[src/shared/eoc_pkg.sv]
// Constants shared by the external oscillator control and status block
package eoc_pkg;

    // ****************************************************************
    // Register map (byte addresses)
    // ****************************************************************
    localparam logic [7:0] ADR_STATUS = 8'h0C;
    localparam logic [7:0] ADR_CONTROL = 8'h10;
    localparam logic [7:0] ADR_INT_STATUS = 8'h14;
    localparam logic [7:0] ADR_INT_MASK = 8'h18;

    // ****************************************************************
    // Control register layout
    // ****************************************************************
    localparam logic [15:0] CTRL_RESET = 16'h0080;
    localparam logic [15:0] CTRL_WMASK = 16'hFFC6;
    localparam int CTRL_SEL_LSB = 12;
    localparam int CTRL_AUTO_GAIN = 11;
    localparam int CTRL_GAIN_LSB = 8;
    localparam int CTRL_RUN_ON_REQ = 7;
    localparam int CTRL_KEEP_STBY = 6;
    localparam int CTRL_CRYSTAL = 2;
    localparam int CTRL_ENABLE = 1;
    localparam int SEL_W = 4;
    localparam int GAIN_W = 3;
    localparam logic [2:0] GAIN_RESET = 3'h0;

    // ****************************************************************
    // Clock source status layout
    // ****************************************************************
    localparam int ST_EXT_OSC_RDY = 0;
    localparam int ST_C32K_RDY = 1;
    localparam int ST_RC32K_RDY = 2;
    localparam int ST_RC8M_RDY = 3;
    localparam int ST_FLL_SYNC = 4;
    localparam int ST_FLL_OOR = 5;
    localparam int ST_FLL_FINE = 6;
    localparam int ST_FLL_COARSE = 7;
    localparam int ST_W = 8;
    localparam logic [7:0] ST_RESET = 8'h00;

    // ****************************************************************
    // Synchronised pin bundle
    // ****************************************************************
    localparam int PIN_ULP = 0;
    localparam int PIN_OSC = 1;
    localparam int PIN_REQ = 2;
    localparam int PIN_STBY = 3;
    localparam int PIN_RC8M = 4;
    localparam int PIN_RC32K = 5;
    localparam int PIN_C32K = 6;
    localparam int PIN_COARSE = 7;
    localparam int PIN_FINE = 8;
    localparam int PIN_OOR = 9;
    localparam int PIN_FSYNC = 10;
    localparam int PIN_W = 11;

    // ****************************************************************
    // Start-up timing
    // ****************************************************************
    localparam int CNT_W = 16;
    localparam logic [1:0] SYNC_CYCLES = 2'h3;

    typedef enum logic [1:0] {
        EOC_COUNT,
        EOC_SYNC,
        EOC_READY
    } eoc_phase_e;

endpackage

[src/design/eoc_sync.sv]
// Three-stage pin synchroniser with agreement filter
`timescale 1ns/1ps
`default_nettype none
module eoc_sync #(
    parameter int W = 1
) (
    input wire logic clk_i,
    input wire logic rst_i,
    input wire logic [W-1:0] async_i,
    output logic [W-1:0] stable_o
);
    logic [W-1:0] s1_r;
    logic [W-1:0] s2_r;
    logic [W-1:0] s3_r;

    always_ff @(posedge clk_i) begin
        if (rst_i) begin
            s1_r <= '0;
            s2_r <= '0;
            s3_r <= '0;
        end else begin
            s1_r <= async_i;
            s2_r <= s1_r;
            s3_r <= s2_r;
        end
    end

    // Output follows only once stages two and three agree, else holds
    always_ff @(posedge clk_i) begin
        if (rst_i) begin
            stable_o <= '0;
        end else begin
            stable_o <= (s2_r & s3_r) | (stable_o & (s2_r | s3_r));
        end
    end
endmodule // eoc_sync
`default_nettype wire

[src/design/eoc_settle_count_sel.sv]
// Start-up counter and ready synchronisation for the external oscillator
`timescale 1ns/1ps
`default_nettype none
module eoc_settle_count_sel (
    input wire logic clk_i,
    input wire logic rst_i,
    input wire logic run_i,
    input wire logic ulp_tick_i,
    input wire logic osc_edge_i,
    input wire logic [eoc_pkg::SEL_W-1:0] sel_i,
    output logic ready_o
);
    eoc_pkg::eoc_phase_e phase_r;
    logic [eoc_pkg::CNT_W-1:0] cnt_r;
    logic [1:0] sync_r;

    function automatic logic [eoc_pkg::CNT_W-1:0] last_count(
        input logic [eoc_pkg::SEL_W-1:0] sel);
        logic [eoc_pkg::CNT_W:0] full;
        full = {{eoc_pkg::CNT_W{1'b0}}, 1'b1} << sel;
        last_count = eoc_pkg::CNT_W'(full - 1'b1);
    endfunction

    always_ff @(posedge clk_i) begin
        if (rst_i || !run_i) begin
            phase_r <= eoc_pkg::EOC_COUNT; // RULE_17
            cnt_r <= '0; // RULE_17
            sync_r <= '0;
        end else begin
            unique case (phase_r)
                eoc_pkg::EOC_COUNT: begin
                    if (ulp_tick_i) begin
                        cnt_r <= cnt_r + 1'b1;
                        if (cnt_r == last_count(sel_i)) begin // RULE_05
                            phase_r <= eoc_pkg::EOC_SYNC;
                        end
                    end
                end
                eoc_pkg::EOC_SYNC: begin
                    if (osc_edge_i) begin
                        sync_r <= sync_r + 1'b1;
                        if (sync_r == eoc_pkg::SYNC_CYCLES - 1'b1) begin // RULE_06
                            phase_r <= eoc_pkg::EOC_READY;
                        end
                    end
                end
                eoc_pkg::EOC_READY: begin
                    phase_r <= eoc_pkg::EOC_READY;
                end
            endcase
        end
    end

    assign ready_o = (phase_r == eoc_pkg::EOC_READY);
endmodule // eoc_settle_count_sel
`default_nettype wire

[src/design/eoc_top.sv]
// External oscillator control, clock source status and bus slave
//
// Contract
// RULE_01: Ready bits 3,2,1 for other oscillators.
// RULE_02: Bit 0 shows external oscillator ready.
// RULE_03: Loop coarse, fine, out-of-range at 7,6,5.
// RULE_04: Bit 4 one when loop sync complete.
// RULE_05: Start-up counts two-to-n slow ticks.
// RULE_06: Then three oscillator edges before ready.
// RULE_07: Bit 11 enables automatic gain control.
// RULE_08: Software sets auto gain after ready.
// RULE_09: Gain field bits 10:8, codes 5-7 reserved.
// RULE_10: Manual gain ignored while auto gain on.
// RULE_11: On-request mode runs only when requested.
// RULE_12: Otherwise runs whenever enabled.
// RULE_13: Standby stops oscillator unless kept.
// RULE_14: Bit 6 keeps oscillator in standby.
// RULE_15: Bit 2 selects crystal or external clock.
// RULE_16: Bit 1 enables the oscillator.
// RULE_17: Stop clears ready, restart counts anew.
// RULE_18: Requests and standby synchronised first.
//
// The Wishbone slave port was left to the implementer.
`timescale 1ns/1ps
`default_nettype none
module eoc_top (
    input wire logic clk_i,
    input wire logic rst_i,
    input wire logic wb_cyc_i,
    input wire logic wb_stb_i,
    input wire logic wb_we_i,
    input wire logic [7:0] wb_adr_i,
    input wire logic [3:0] wb_sel_i,
    input wire logic [31:0] wb_dat_i,
    output logic [31:0] wb_dat_o,
    output logic wb_ack_o,
    input wire logic write_protect_i,
    input wire logic ultra_low_power_32k_i,
    input wire logic osc_in_pin_i,
    input wire logic periph_req_i,
    input wire logic standby_i,
    input wire logic rc8m_ready_i,
    input wire logic rc32k_ready_i,
    input wire logic crystal32k_ready_i,
    input wire logic fll_coarse_lock_i,
    input wire logic fll_fine_lock_i,
    input wire logic fll_out_of_range_i,
    input wire logic fll_sync_ready_i,
    output logic osc_run_o,
    output logic crystal_select_o,
    output logic osc_out_pin_free_o,
    output logic auto_gain_ctrl_o,
    output logic [eoc_pkg::GAIN_W-1:0] osc_gain_o,
    output logic ext_osc_ready_o,
    output logic irq_o
);

    // ****************************************************************
    // Pin synchronisation
    // ****************************************************************
    logic [eoc_pkg::PIN_W-1:0] pins_raw;
    logic [eoc_pkg::PIN_W-1:0] pins;

    always_comb begin
        pins_raw = '0;
        pins_raw[eoc_pkg::PIN_ULP] = ultra_low_power_32k_i;
        pins_raw[eoc_pkg::PIN_OSC] = osc_in_pin_i;
        pins_raw[eoc_pkg::PIN_REQ] = periph_req_i;
        pins_raw[eoc_pkg::PIN_STBY] = standby_i;
        pins_raw[eoc_pkg::PIN_RC8M] = rc8m_ready_i;
        pins_raw[eoc_pkg::PIN_RC32K] = rc32k_ready_i;
        pins_raw[eoc_pkg::PIN_C32K] = crystal32k_ready_i;
        pins_raw[eoc_pkg::PIN_COARSE] = fll_coarse_lock_i;
        pins_raw[eoc_pkg::PIN_FINE] = fll_fine_lock_i;
        pins_raw[eoc_pkg::PIN_OOR] = fll_out_of_range_i;
        pins_raw[eoc_pkg::PIN_FSYNC] = fll_sync_ready_i;
    end

    // Request and standby pass the same synchroniser as the slow clock
    eoc_sync #(
        .W(eoc_pkg::PIN_W)
    ) u_sync (
        .clk_i(clk_i),
        .rst_i(rst_i),
        .async_i(pins_raw), // RULE_18
        .stable_o(pins)
    );

    // ****************************************************************
    // Slow clock and oscillator edge enables
    // ****************************************************************
    logic ulp_prev_r;
    logic osc_prev_r;
    logic ulp_tick;
    logic osc_edge;

    always_ff @(posedge clk_i) begin
        if (rst_i) begin
            ulp_prev_r <= 1'b0;
            osc_prev_r <= 1'b0;
        end else begin
            ulp_prev_r <= pins[eoc_pkg::PIN_ULP];
            osc_prev_r <= pins[eoc_pkg::PIN_OSC];
        end
    end

    assign ulp_tick = pins[eoc_pkg::PIN_ULP] && !ulp_prev_r;
    assign osc_edge = pins[eoc_pkg::PIN_OSC] && !osc_prev_r;

    // ****************************************************************
    // Control register
    // ****************************************************************
    logic [15:0] ctrl_r;
    logic bus_req;
    logic bus_take;
    logic wr_take;
    logic rd_take;

    assign bus_req = wb_cyc_i && wb_stb_i;
    assign bus_take = bus_req && !wb_ack_o;
    assign wr_take = bus_take && wb_we_i;
    assign rd_take = bus_take && !wb_we_i;

    function automatic logic hit(input logic [7:0] adr,
                                 input logic [7:0] target);
        hit = (adr == target);
    endfunction

    function automatic logic [15:0] lane_merge(input logic [15:0] old,
                                               input logic [15:0] data,
                                               input logic [1:0] sel,
                                               input logic [15:0] wmask);
        logic [15:0] be;
        be = {{8{sel[1]}}, {8{sel[0]}}} & wmask;
        lane_merge = (old & ~be) | (data & be);
    endfunction

    always_ff @(posedge clk_i) begin
        if (rst_i) begin
            ctrl_r <= eoc_pkg::CTRL_RESET;
        end else if (wr_take && hit(wb_adr_i, eoc_pkg::ADR_CONTROL) &&
                     !write_protect_i) begin
            // Only documented fields are writable
            ctrl_r <= lane_merge(ctrl_r, wb_dat_i[15:0], wb_sel_i[1:0],
                                 eoc_pkg::CTRL_WMASK); // RULE_09
        end
    end

    logic [eoc_pkg::SEL_W-1:0] settle_count_sel;
    logic auto_gain_ctrl;
    logic [eoc_pkg::GAIN_W-1:0] gain_field;
    logic run_on_request;
    logic keep_in_standby;
    logic crystal_select;
    logic osc_enable;

    assign settle_count_sel =
        ctrl_r[eoc_pkg::CTRL_SEL_LSB +: eoc_pkg::SEL_W]; // RULE_05
    assign auto_gain_ctrl = ctrl_r[eoc_pkg::CTRL_AUTO_GAIN];
    assign gain_field = ctrl_r[eoc_pkg::CTRL_GAIN_LSB +: eoc_pkg::GAIN_W];
    assign run_on_request = ctrl_r[eoc_pkg::CTRL_RUN_ON_REQ];
    assign keep_in_standby = ctrl_r[eoc_pkg::CTRL_KEEP_STBY];
    assign crystal_select = ctrl_r[eoc_pkg::CTRL_CRYSTAL];
    assign osc_enable = ctrl_r[eoc_pkg::CTRL_ENABLE];

    // ****************************************************************
    // Run decision
    // ****************************************************************
    logic standby_block;
    logic demand_ok;
    logic osc_run;

    assign standby_block = pins[eoc_pkg::PIN_STBY] && !keep_in_standby; // RULE_13 RULE_14
    assign demand_ok = !run_on_request || pins[eoc_pkg::PIN_REQ]; // RULE_11 RULE_12
    assign osc_run = osc_enable && demand_ok && !standby_block; // RULE_16

    always_ff @(posedge clk_i) begin
        if (rst_i) begin
            osc_run_o <= 1'b0;
            crystal_select_o <= 1'b0;
            osc_out_pin_free_o <= 1'b1;
        end else begin
            osc_run_o <= osc_run;
            crystal_select_o <= crystal_select; // RULE_15
            osc_out_pin_free_o <= !crystal_select; // RULE_15
        end
    end

    // ****************************************************************
    // Start-up timing and ready
    // ****************************************************************
    logic ext_ready;

    eoc_settle_count_sel u_settle_count_sel (
        .clk_i(clk_i),
        .rst_i(rst_i),
        .run_i(osc_run_o),
        .ulp_tick_i(ulp_tick),
        .osc_edge_i(osc_edge),
        .sel_i(settle_count_sel),
        .ready_o(ext_ready)
    );

    assign ext_osc_ready_o = ext_ready; // RULE_02

    // ****************************************************************
    // Gain control
    // ****************************************************************
    // Auto gain only acts on a running crystal; software sets it after ready
    always_ff @(posedge clk_i) begin
        if (rst_i) begin
            auto_gain_ctrl_o <= 1'b0;
        end else begin
            auto_gain_ctrl_o <= auto_gain_ctrl && crystal_select &&
                                osc_run_o; // RULE_07 RULE_08
        end
    end

    // Manual gain frozen while auto gain is active
    always_ff @(posedge clk_i) begin
        if (rst_i) begin
            osc_gain_o <= eoc_pkg::GAIN_RESET;
        end else if (!auto_gain_ctrl) begin
            osc_gain_o <= gain_field; // RULE_09 RULE_10
        end
    end

    // ****************************************************************
    // Clock source status
    // ****************************************************************
    logic [eoc_pkg::ST_W-1:0] status;
    logic [eoc_pkg::ST_W-1:0] status_prev_r;

    always_comb begin
        status = eoc_pkg::ST_RESET;
        status[eoc_pkg::ST_EXT_OSC_RDY] = ext_ready; // RULE_02
        status[eoc_pkg::ST_C32K_RDY] = pins[eoc_pkg::PIN_C32K]; // RULE_01
        status[eoc_pkg::ST_RC32K_RDY] = pins[eoc_pkg::PIN_RC32K]; // RULE_01
        status[eoc_pkg::ST_RC8M_RDY] = pins[eoc_pkg::PIN_RC8M]; // RULE_01
        status[eoc_pkg::ST_FLL_SYNC] = pins[eoc_pkg::PIN_FSYNC]; // RULE_04
        status[eoc_pkg::ST_FLL_OOR] = pins[eoc_pkg::PIN_OOR]; // RULE_03
        status[eoc_pkg::ST_FLL_FINE] = pins[eoc_pkg::PIN_FINE]; // RULE_03
        status[eoc_pkg::ST_FLL_COARSE] = pins[eoc_pkg::PIN_COARSE]; // RULE_03
    end

    always_ff @(posedge clk_i) begin
        if (rst_i) begin
            status_prev_r <= eoc_pkg::ST_RESET;
        end else begin
            status_prev_r <= status;
        end
    end

    // ****************************************************************
    // Interrupt status and mask
    // ****************************************************************
    logic [eoc_pkg::ST_W-1:0] int_status_r;
    logic [eoc_pkg::ST_W-1:0] int_status_nxt;
    logic [eoc_pkg::ST_W-1:0] int_mask_r;
    logic [eoc_pkg::ST_W-1:0] rise;

    assign rise = status & ~status_prev_r;

    // A rising edge in the clearing cycle survives the read
    always_comb begin
        int_status_nxt = int_status_r;
        if (rd_take && hit(wb_adr_i, eoc_pkg::ADR_INT_STATUS)) begin
            int_status_nxt = '0;
        end
        int_status_nxt = int_status_nxt | rise;
    end

    always_ff @(posedge clk_i) begin
        if (rst_i) begin
            int_status_r <= eoc_pkg::ST_RESET;
        end else begin
            int_status_r <= int_status_nxt;
        end
    end

    always_ff @(posedge clk_i) begin
        if (rst_i) begin
            int_mask_r <= eoc_pkg::ST_RESET;
        end else if (wr_take && hit(wb_adr_i, eoc_pkg::ADR_INT_MASK) &&
                     wb_sel_i[0]) begin
            int_mask_r <= wb_dat_i[eoc_pkg::ST_W-1:0];
        end
    end

    assign irq_o = |(int_status_r & int_mask_r);

    // ****************************************************************
    // Bus answer
    // ****************************************************************
    always_ff @(posedge clk_i) begin
        if (rst_i) begin
            wb_ack_o <= 1'b0;
        end else begin
            wb_ack_o <= bus_take;
        end
    end

    always_ff @(posedge clk_i) begin
        if (rst_i) begin
            wb_dat_o <= '0;
        end else if (rd_take) begin
            unique case (1'b1)
                hit(wb_adr_i, eoc_pkg::ADR_STATUS):
                    wb_dat_o <= {24'h000000, status};
                hit(wb_adr_i, eoc_pkg::ADR_CONTROL):
                    wb_dat_o <= {16'h0000, ctrl_r};
                hit(wb_adr_i, eoc_pkg::ADR_INT_STATUS):
                    wb_dat_o <= {24'h000000, int_status_r};
                hit(wb_adr_i, eoc_pkg::ADR_INT_MASK):
                    wb_dat_o <= {24'h000000, int_mask_r};
                default:
                    wb_dat_o <= '0;
            endcase
        end
    end

endmodule // eoc_top
`default_nettype wire

[config.mk]
export PLATFORM = sky130hd
export DESIGN_NAME = eoc_top
export DESIGN_NICKNAME = d
export VERILOG_FILES = /design/src/shared/eoc_pkg.sv /design/src/design/eoc_sync.sv /design/src/design/eoc_settle_count_sel.sv /design/src/design/eoc_top.sv
export SDC_FILE = /design/constraint.sdc
export NUM_CORES = 1
export LEC_CHECK = 0
export ABC_AREA = 1
export BUFFER_PORTS_ARGS = -buffer_cell sky130_fd_sc_hd__buf_2
export CAP_MARGIN = 15
export CORE_MARGIN = 2
export CORE_UTILIZATION = 50
export CTS_BUF_LIST = sky130_fd_sc_hd__clkbuf_4 sky130_fd_sc_hd__clkbuf_8
export CTS_CLUSTER_DIAMETER = 30
export DETAILED_ROUTE_END_ITERATION = 8
export GPL_TIMING_DRIVEN = 1
export PLACE_DENSITY_LB_ADDON = 0.12
export SLEW_MARGIN = 20
export SYNTH_ARGS = -nofsm -noshare
export SYNTH_HDL_FRONTEND = slang
export SYNTH_SLANG_ARGS = --single-unit
[constraint.sdc]
create_clock -name clk_i -period 2.05 [get_ports clk_i]
set_clock_uncertainty 0.1 [all_clocks]
set_input_delay 0.205 -clock clk_i [delete_from_list [all_inputs] [get_ports clk_i]]
set_output_delay 0.205 -clock clk_i [all_outputs]
set_load 0.1 [all_outputs]
==> results by group, run 1 <==
Setup path
  • CP Class: flip-flop to flip-flop
  • CP max FO: 3
  • Worst R2R Setup Slack: -0.008 ns
  • Crit path max-delay family: simple AND/OR/NAND/NOR gates
  • Setup crit end kind: flip-flop
  • Worst r2r dst: u_settle_count_sel.phase_r[0]
  • CP dominant cell by count: nand2_1
  • Critical-path cell list: nor2_4 > nand3_2 > ha_4 > inv_2 > nand2_1 > nand2_1 > nor2_1 > nand3_1 > nor2_1 > nand2_1 > nor2_1 > nand3_1 > nand2_2 > nand2_2 > nand2_1 > a21oi_2
  • Critical Path Stages: 16
  • Slowest-stage cell, CP: dfxtp_2
  • CP Data Arrival Time: 2.27 ns
  • CP Launch Type: flip-flop
  • WP data required: 2.26 ns
  • CP Capture Point: u_settle_count_sel.phase_r[0]
  • CP max stage delay: 0.34 ns
  • Worst R2R Path Depth: 16
  • CP Buf/Inv Count: 1

Final layout
  • Final Cell Area: 6610 um^2
  • Area occupied by multi-input gates: 2360 um^2
  • Layout cell share with drive strength beyond 1: 19.9%
  • Antenna diodes: 0
  • Final cell count without fillers: 977
  • Register Area: 2530 um^2
  • Area delta synth->final: 24.8%
  • Fill count: 919
  • Layout Utilization: 64.0%
  • Nets: 897

GRT
  • Overflow after GRT: 0
  • Antenna violations before repair: 0
  • Total Routing Usage GR: 22.3%
  • Pin count of the biggest net entering global routing: 83
  • First-pass GRT wire length: 19900 um
  • Vias in the first global route: 4445

Placed design
  • Detail Placement HPWL: 8380 um
  • Placed cell count: 918
  • GPL Wtd Cong: 0.880
  • Placed cell area: 5800 um^2
  • # port buffers: 68

Floorplan
  • Die W: 107 um
  • Die Height: 107 um
  • Initial core utilization: 51.3%
  • IO Count: 103
  • Placeable Area: 10300 um^2
  • Num rows: 37
  • Die area: 11400 um^2

Route
  • WL final: 12000 um
  • Drt drc: 0
  • Initial DRT Pass Iterations: 4
  • Vias per cell: 4.83
  • Vias post-DR: 4716
  • Drt initial violations: 292
  • Wire length per cell: 12.3 um
  • Antenna Nets Post-Route: 0

STA
  • Worst slew pin tran: 0.821 ns
  • Worst relative slew slack: 45.3%
  • Final min period: 2.06 ns
  • Hold Fails Final Rpt: 0
  • Final setup margin: -0.00803 ns
  • Final Slew Violations: 0
  • Peak Freq: 486 MHz
  • Final Setup Violations: 1
  • RSZ-0062 raised after global routing: yes
  • Period Utilization, post-route: 100%

Synth
  • Synth top area cells: dfxtp_1 (48%), nand2_1 (9.1%), nor2_1 (8.8%)
  • Yosys top cell by area: dfxtp_1
  • Mapped Area: 5290 um^2
  • Sequential share of the synthesized area: 47.7%
  • Async set-reset flop share out of synthesis: 0%
  • Synth top cells by count: nand2_1 (128), dfxtp_1 (126), nor2_1 (124), inv_1 (95), a21oi_1 (65)
  • Post-synth EDFFs: 0
  • Most instantiated library cell after synthesis: nand2_1
  • Post-synth top area share: 47.7%
  • Synth Warn #: 0
  • Synthesized area per cell: 7.42 um^2
  • Mapped Cells: 713
  • Synth cell types: 39
  • Post-synthesis register bit count: 126
  • Top FF cell, synth: dfxtp_1

Clocking
  • Clk Latency, worst-skew pair: 0.44 ns
  • Clk root buf: clkbuf_8
  • Num CTS Buffers: 17
  • CTS clk-pin slew, worst paths: 0.07 ns
  • H-tree depth: 4
  • # clock sinks: 126
  • CTS max path bufs: 2
  • CTS tree: done

Status
  • Outcome: finished, violations left
  • Failing checks: setup timing

Pwr
  • PwrDens: 746 nW/um^2
  • Max VDD drop: 465 uV
  • LEAKAGE: 2.79 nW

Min path
  • Worst Hold Class: input pin to flip-flop

Flow run
  • Max Cap Violations: 0
## flip-flops by register name, summed over array words and instances (netlist names), 2 cells and up, named ones only
| signal | flops |
|---|---|
| u_settle_count_sel.phase_r | 2 |
| u_settle_count_sel.sync_r | 2 |
| u_sync.s2_r | 11 |
| wb_dat_o | 16 |
| u_sync.s1_r | 11 |
| int_status_r | 8 |
| int_mask_r | 8 |
| u_settle_count_sel.cnt_r | 16 |
| u_sync.s3_r | 11 |
| status_prev_r | 8 |
| osc_gain_o | 3 |
| u_sync.stable_o | 11 |
## how the worst min path moves through the flow
stage / slack [ns] / from / cells after the start / endpoint
detailed placement: 0.29 / u_sync.s1_r[3] / 2 / u_sync.s2_r[3]
global route: 0.06 / wb_stb_i / 5 / wb_ack_o
floorplan: 0.21 / ultra_low_power_32k_i / 2 / u_sync.s1_r[0]
CTS: 0.04 / wb_stb_i / 5 / wb_ack_o
finish: 0.06 / wb_stb_i / 5 / wb_ack_o
global placement: 0.29 / u_sync.s1_r[7] / 2 / u_sync.s2_r[7]
## worst min-delay path, stage by stage
cell and delay (ns):
buf_2 0.09, nand2_1 0.05, nor2_1 0.08, inv_1 0.09
nor2_1 0.04
## what timing repair did
item | 4_1_cts | 5_1_grt
endpoints found under the setup margin | 3 | 8
pin swaps | 4 | 8
hold buffers | 27 | 0
resized for setup | 11 | 21
buffers inserted | 0 | 2
endpoints found under the hold margin | 31 | 0
## per-stage QoR
| stage | total power, W | TNS (ns) | worst slack, ns | hold slack [ns] |
|---|---|---|---|---|
| global route | 0.00512 | -0.444 | -0.185 | 0.0606 |
| CTS | 0.00497 | -0.0118 | -0.0118 | 0.0422 |
| floorplan | 0.00277 | 0 | 0.0000526 | 0.212 |
| finish | 0.00493 | -0.00803 | -0.00803 | 0.0621 |
| detailed placement | 0.00282 | -0.188 | -0.0844 | 0.294 |
| global placement | 0.00281 | -0.0460 | -0.0231 | 0.290 |
## final cells by class
cell class              instances  share of cell area, %
clock buffers                  21                   4.28
inverters                      97                   5.51
multi-input cells             469                   35.7
well taps                     136                   2.58
repair buffers                119                   12.0
clock inverters                 9                   1.69
flip-flops and latches        126                   38.3
## power by group
| part | leakage (nW) | switching, W | internal, W |
|---|---|---|---|
| registers | 1.02 | 0.0000106 | 0.00248 |
| clock network | 0.198 | 0.000943 | 0.00118 |
| logic | 1.57 | 0.000230 | 0.0000872 |
| total | 2.79 | 0.00118 | 0.00374 |
## layer usage
metal / GRT usage (%) / part of all wire (%)
met5: 0 / 0
met2: 37.1 / 46
met3: 5.84 / 4.6
met4: 8.35 / 1.5
met1: 27.7 / 47
## kinds of logic after synthesis
| family | after synthesis | synth area share (%) |
|---|---|---|
| simple gates | 323 | 26.9 |
| compound gates | 121 | 12.4 |
| fa+ha+maj | 6 | 1.42 |
| xor+xnor | 3 | 0.497 |
| flops | 126 | 47.7 |
| buf+inv | 133 | 11.1 |
| other cells | 1 | 0.0709 |
## cells in the final DEF, fill, tap and decap left out, types with 3 or more instances in the layout
master	count
dlygate4sd3_1	27
buf_2	68
nor2_2	3
dfxtp_2	5
conb_1	16
o211ai_1	4
a211oi_1	4
nor3_1	9
nand3_1	32
a21oi_1	63
clkbuf_8	20
nor2_1	124
o21ai_0	36
inv_2	6
nand2_2	5
nor2_4	6
o2111ai_1	4
nor4_4	3
nand3_2	5
xor2_1	3
buf_4	24
nand2_1	124
inv_1	91
dfxtp_1	121
ha_1	4
Power figures use the tool's default switching activity.
==> inputs of run 2 (changes only) <==
- CORE_UTILIZATION: 50 -> 30
==> run 2 against run 1 <==
Against the previous run:
- power grew 5.6%
- global-route usage shrank 8.0 points
- first-iteration DRC count shrank 5.5%
- wire length grew 6.2%
- the run now ends clean
- largest cell class unchanged
==> results by group, run 2 (synthesis results as in run 1) <==
Setup path
  • Slowest-stage cell, CP: dfxtp_2
  • Worst r2r dst: u_settle_count_sel.phase_r[0]
  • CP Class: flip-flop to flip-flop
  • CP max FO: 3
  • WP data required: 2.27 ns
  • Critical-path cell list: nor2_4 > nand3_2 > ha_4 > inv_1 > nand2_1 > nand2_1 > nor2_1 > nand3_1 > nor2_1 > nand2_1 > nor2_2 > nand3_2 > nand2_2 > nand2_1 > nand2_1 > a21oi_1
  • CP Launch Type: flip-flop
  • CP dominant cell by count: nand2_1
  • CP Buf/Inv Count: 1
  • CP Data Arrival Time: 2.24 ns
  • Setup crit end kind: flip-flop
  • Worst R2R Path Depth: 16
  • Worst R2R Setup Slack: 0.04 ns
  • Crit path max-delay family: simple AND/OR/NAND/NOR gates
  • CP max stage delay: 0.34 ns

Min path
  • WHS Path Cells: 5
  • Worst Hold Class: input pin to flip-flop
  • Hold Startpoint: wb_stb_i
  • Hold EP: wb_ack_o

STA
  • Final min period: 2.01 ns
  • Final Setup Violations: 0
  • Final Slew Violations: 0
  • Peak Freq: 496 MHz
  • Worst slew pin tran: 0.553 ns
  • RSZ-0062 raised after global routing: yes
  • Period Utilization, post-route: 98.3%
  • Hold Fails Final Rpt: 0
  • Worst relative slew slack: 63.1%

Route
  • Initial DRT Pass Iterations: 4
  • Antenna Nets Post-Route: 0
  • WL final: 12700 um
  • Drt drc: 0
  • Vias per cell: 4.40
  • Drt initial violations: 276
  • Vias post-DR: 4716
  • Wire length per cell: 11.9 um

GRT
  • Overflow after GRT: 0
  • Vias in the first global route: 4448
  • First-pass GRT wire length: 20800 um
  • Antenna violations before repair: 0
  • Pin count of the biggest net entering global routing: 83
  • Total Routing Usage GR: 14.2%

Final layout
  • Most frequent cells in the layout: nand2_1 (124), nor2_1 (122), dfxtp_1 (122), inv_1 (92), buf_2 (67)
  • Area delta synth->final: 28.6%
  • Nets: 900
  • Biggest regs: u_settle_count_sel.cnt_r (16), wb_dat_o (16)
  • Layout cell share with drive strength beyond 1: 20.3%
  • Most common cell after layout, fill and taps aside: nand2_1
  • Final cell count without fillers: 1071
  • Fill count: 1823
  • Antenna diodes: 0
  • Final Cell Area: 6810 um^2

Clocking
  • H-tree depth: 4
  • CTS max path bufs: 2
  • Clk root buf: clkbuf_8
  • # clock sinks: 126
  • Num CTS Buffers: 17
  • Clk Latency, worst-skew pair: 0.43 ns
  • CTS tree: done
  • CTS clk-pin slew, worst paths: 0.08 ns

Floorplan
  • Die Height: 137 um
  • Die W: 137 um
  • Die area: 18700 um^2
  • IO Count: 103
  • Num rows: 48
  • Placeable Area: 17300 um^2
  • Initial core utilization: 30.6%

Status
  • Outcome: complete, no violations

Pwr
  • Share of power burned in registers: 47.8%
  • PwrDens: 764 nW/um^2
  • P_int: 0.00396 W
  • Switching Power: 0.00124 W
  • Max VDD drop: 373 uV
  • Sw Share: 23.9%
  • Comb pwr share: 6.1%
  • Clock network power share: 46.1%
  • LEAKAGE: 2.85 nW

Placed design
  • # port buffers: 68
  • GPL Wtd Cong: 0.826
  • Placed cell area: 5950 um^2
  • Detail Placement HPWL: 9150 um
  • Placed cell count: 1010

Flow run
  • Max Cap Violations: 0
==> run 2: cell count changes in the layout (fill, tap and decap cells not counted), moves of 2 or more <==
cell       before  now
nor2_1        124  122
buf_4          24   27
bufinv_16       2    4
nor2_2          3    6
==> run 2: power by group through the flow <==
stage | registers (W) | logic (W) | clock network [W]
after floorplan | 0.00254 | 0.000227 | 0
after global placement | 0.00254 | 0.000277 | 0
after detailed placement | 0.00254 | 0.000279 | 0
after CTS | 0.00248 | 0.000319 | 0.00248
after global routing | 0.00249 | 0.000345 | 0.00259
final | 0.00248 | 0.000316 | 0.00240
==> run 2: stage by stage <==
step / setup TNS, ns / utilization, % / hold slack (ns) / setup WS (ns) / power, W
global route: -0.389 / 39.4 / 0.0428 / -0.176 / 0.00542
floorplan: 0 / - / 0.212 / 0.0000526 / 0.00277
CTS: 0 / 38.9 / 0.0158 / 0.00313 / 0.00529
detailed placement: -0.261 / 34.4 / 0.292 / -0.0750 / 0.00282
global placement: 0 / 34.4 / 0.291 / 0.00975 / 0.00282
finish: 0 / 39.4 / 0.0480 / 0.0355 / 0.00520
==> run 2: layout make-up <==
class / count / area (um^2) / share of cell area, %
multi-input combinational: 469 / 2360 / 34.6
clock inverter: 13 / 188 / 2.76
timing repair buffer: 122 / 828 / 12.2
inverter: 97 / 364 / 5.35
tap: 225 / 282 / 4.14
clock buffer: 19 / 262 / 3.84
sequential: 126 / 2530 / 37.1
==> run 2: tightest hold or removal path: stages <==
cell,delay (ns)
buf_2,0.09
nand2_1,0.04
nor2_1,0.07
inv_1,0.09
nor2_1,0.04
==> run 2: timing repair <==
item | in CTS | in global routing
pin swaps | 5 | 9
setup endpoints to repair | 6 | 8
hold buffers | 27 | 0
endpoints found under the hold margin | 31 | 0
resized for setup | 14 | 21
setup buffers | 1 | 1
==> run 2: worst max path at each step <==
stage | slack (ns) | depth (start not counted) | start | to
2_1_floorplan | 0.00005 | 5 | osc_run_o | u_settle_count_sel.cnt_r[12]
3_3_place_gp | 0.01 | 14 | flip-flop | u_settle_count_sel.phase_r[1]
3_5_place_dp | -0.08 | 13 | u_settle_count_sel.phase_r[1] | u_settle_count_sel.cnt_r[12]
4_1_cts | 0.003 | 16 | flip-flop | u_settle_count_sel.phase_r[0]
5_1_grt | -0.18 | 16 | flip-flop | u_settle_count_sel.phase_r[0]
6_report | 0.04 | 16 | flip-flop | u_settle_count_sel.phase_r[0]
==> run 2: layer usage <==
layer	vias to the layer above	GRT usage (%)	part of all wire, %
li1	2473	-	-
met1	2127	17.6	48
met2	100	23.1	46
met3	16	3.96	4.0
met4	0	6.36	1.8
met5	-	0	0
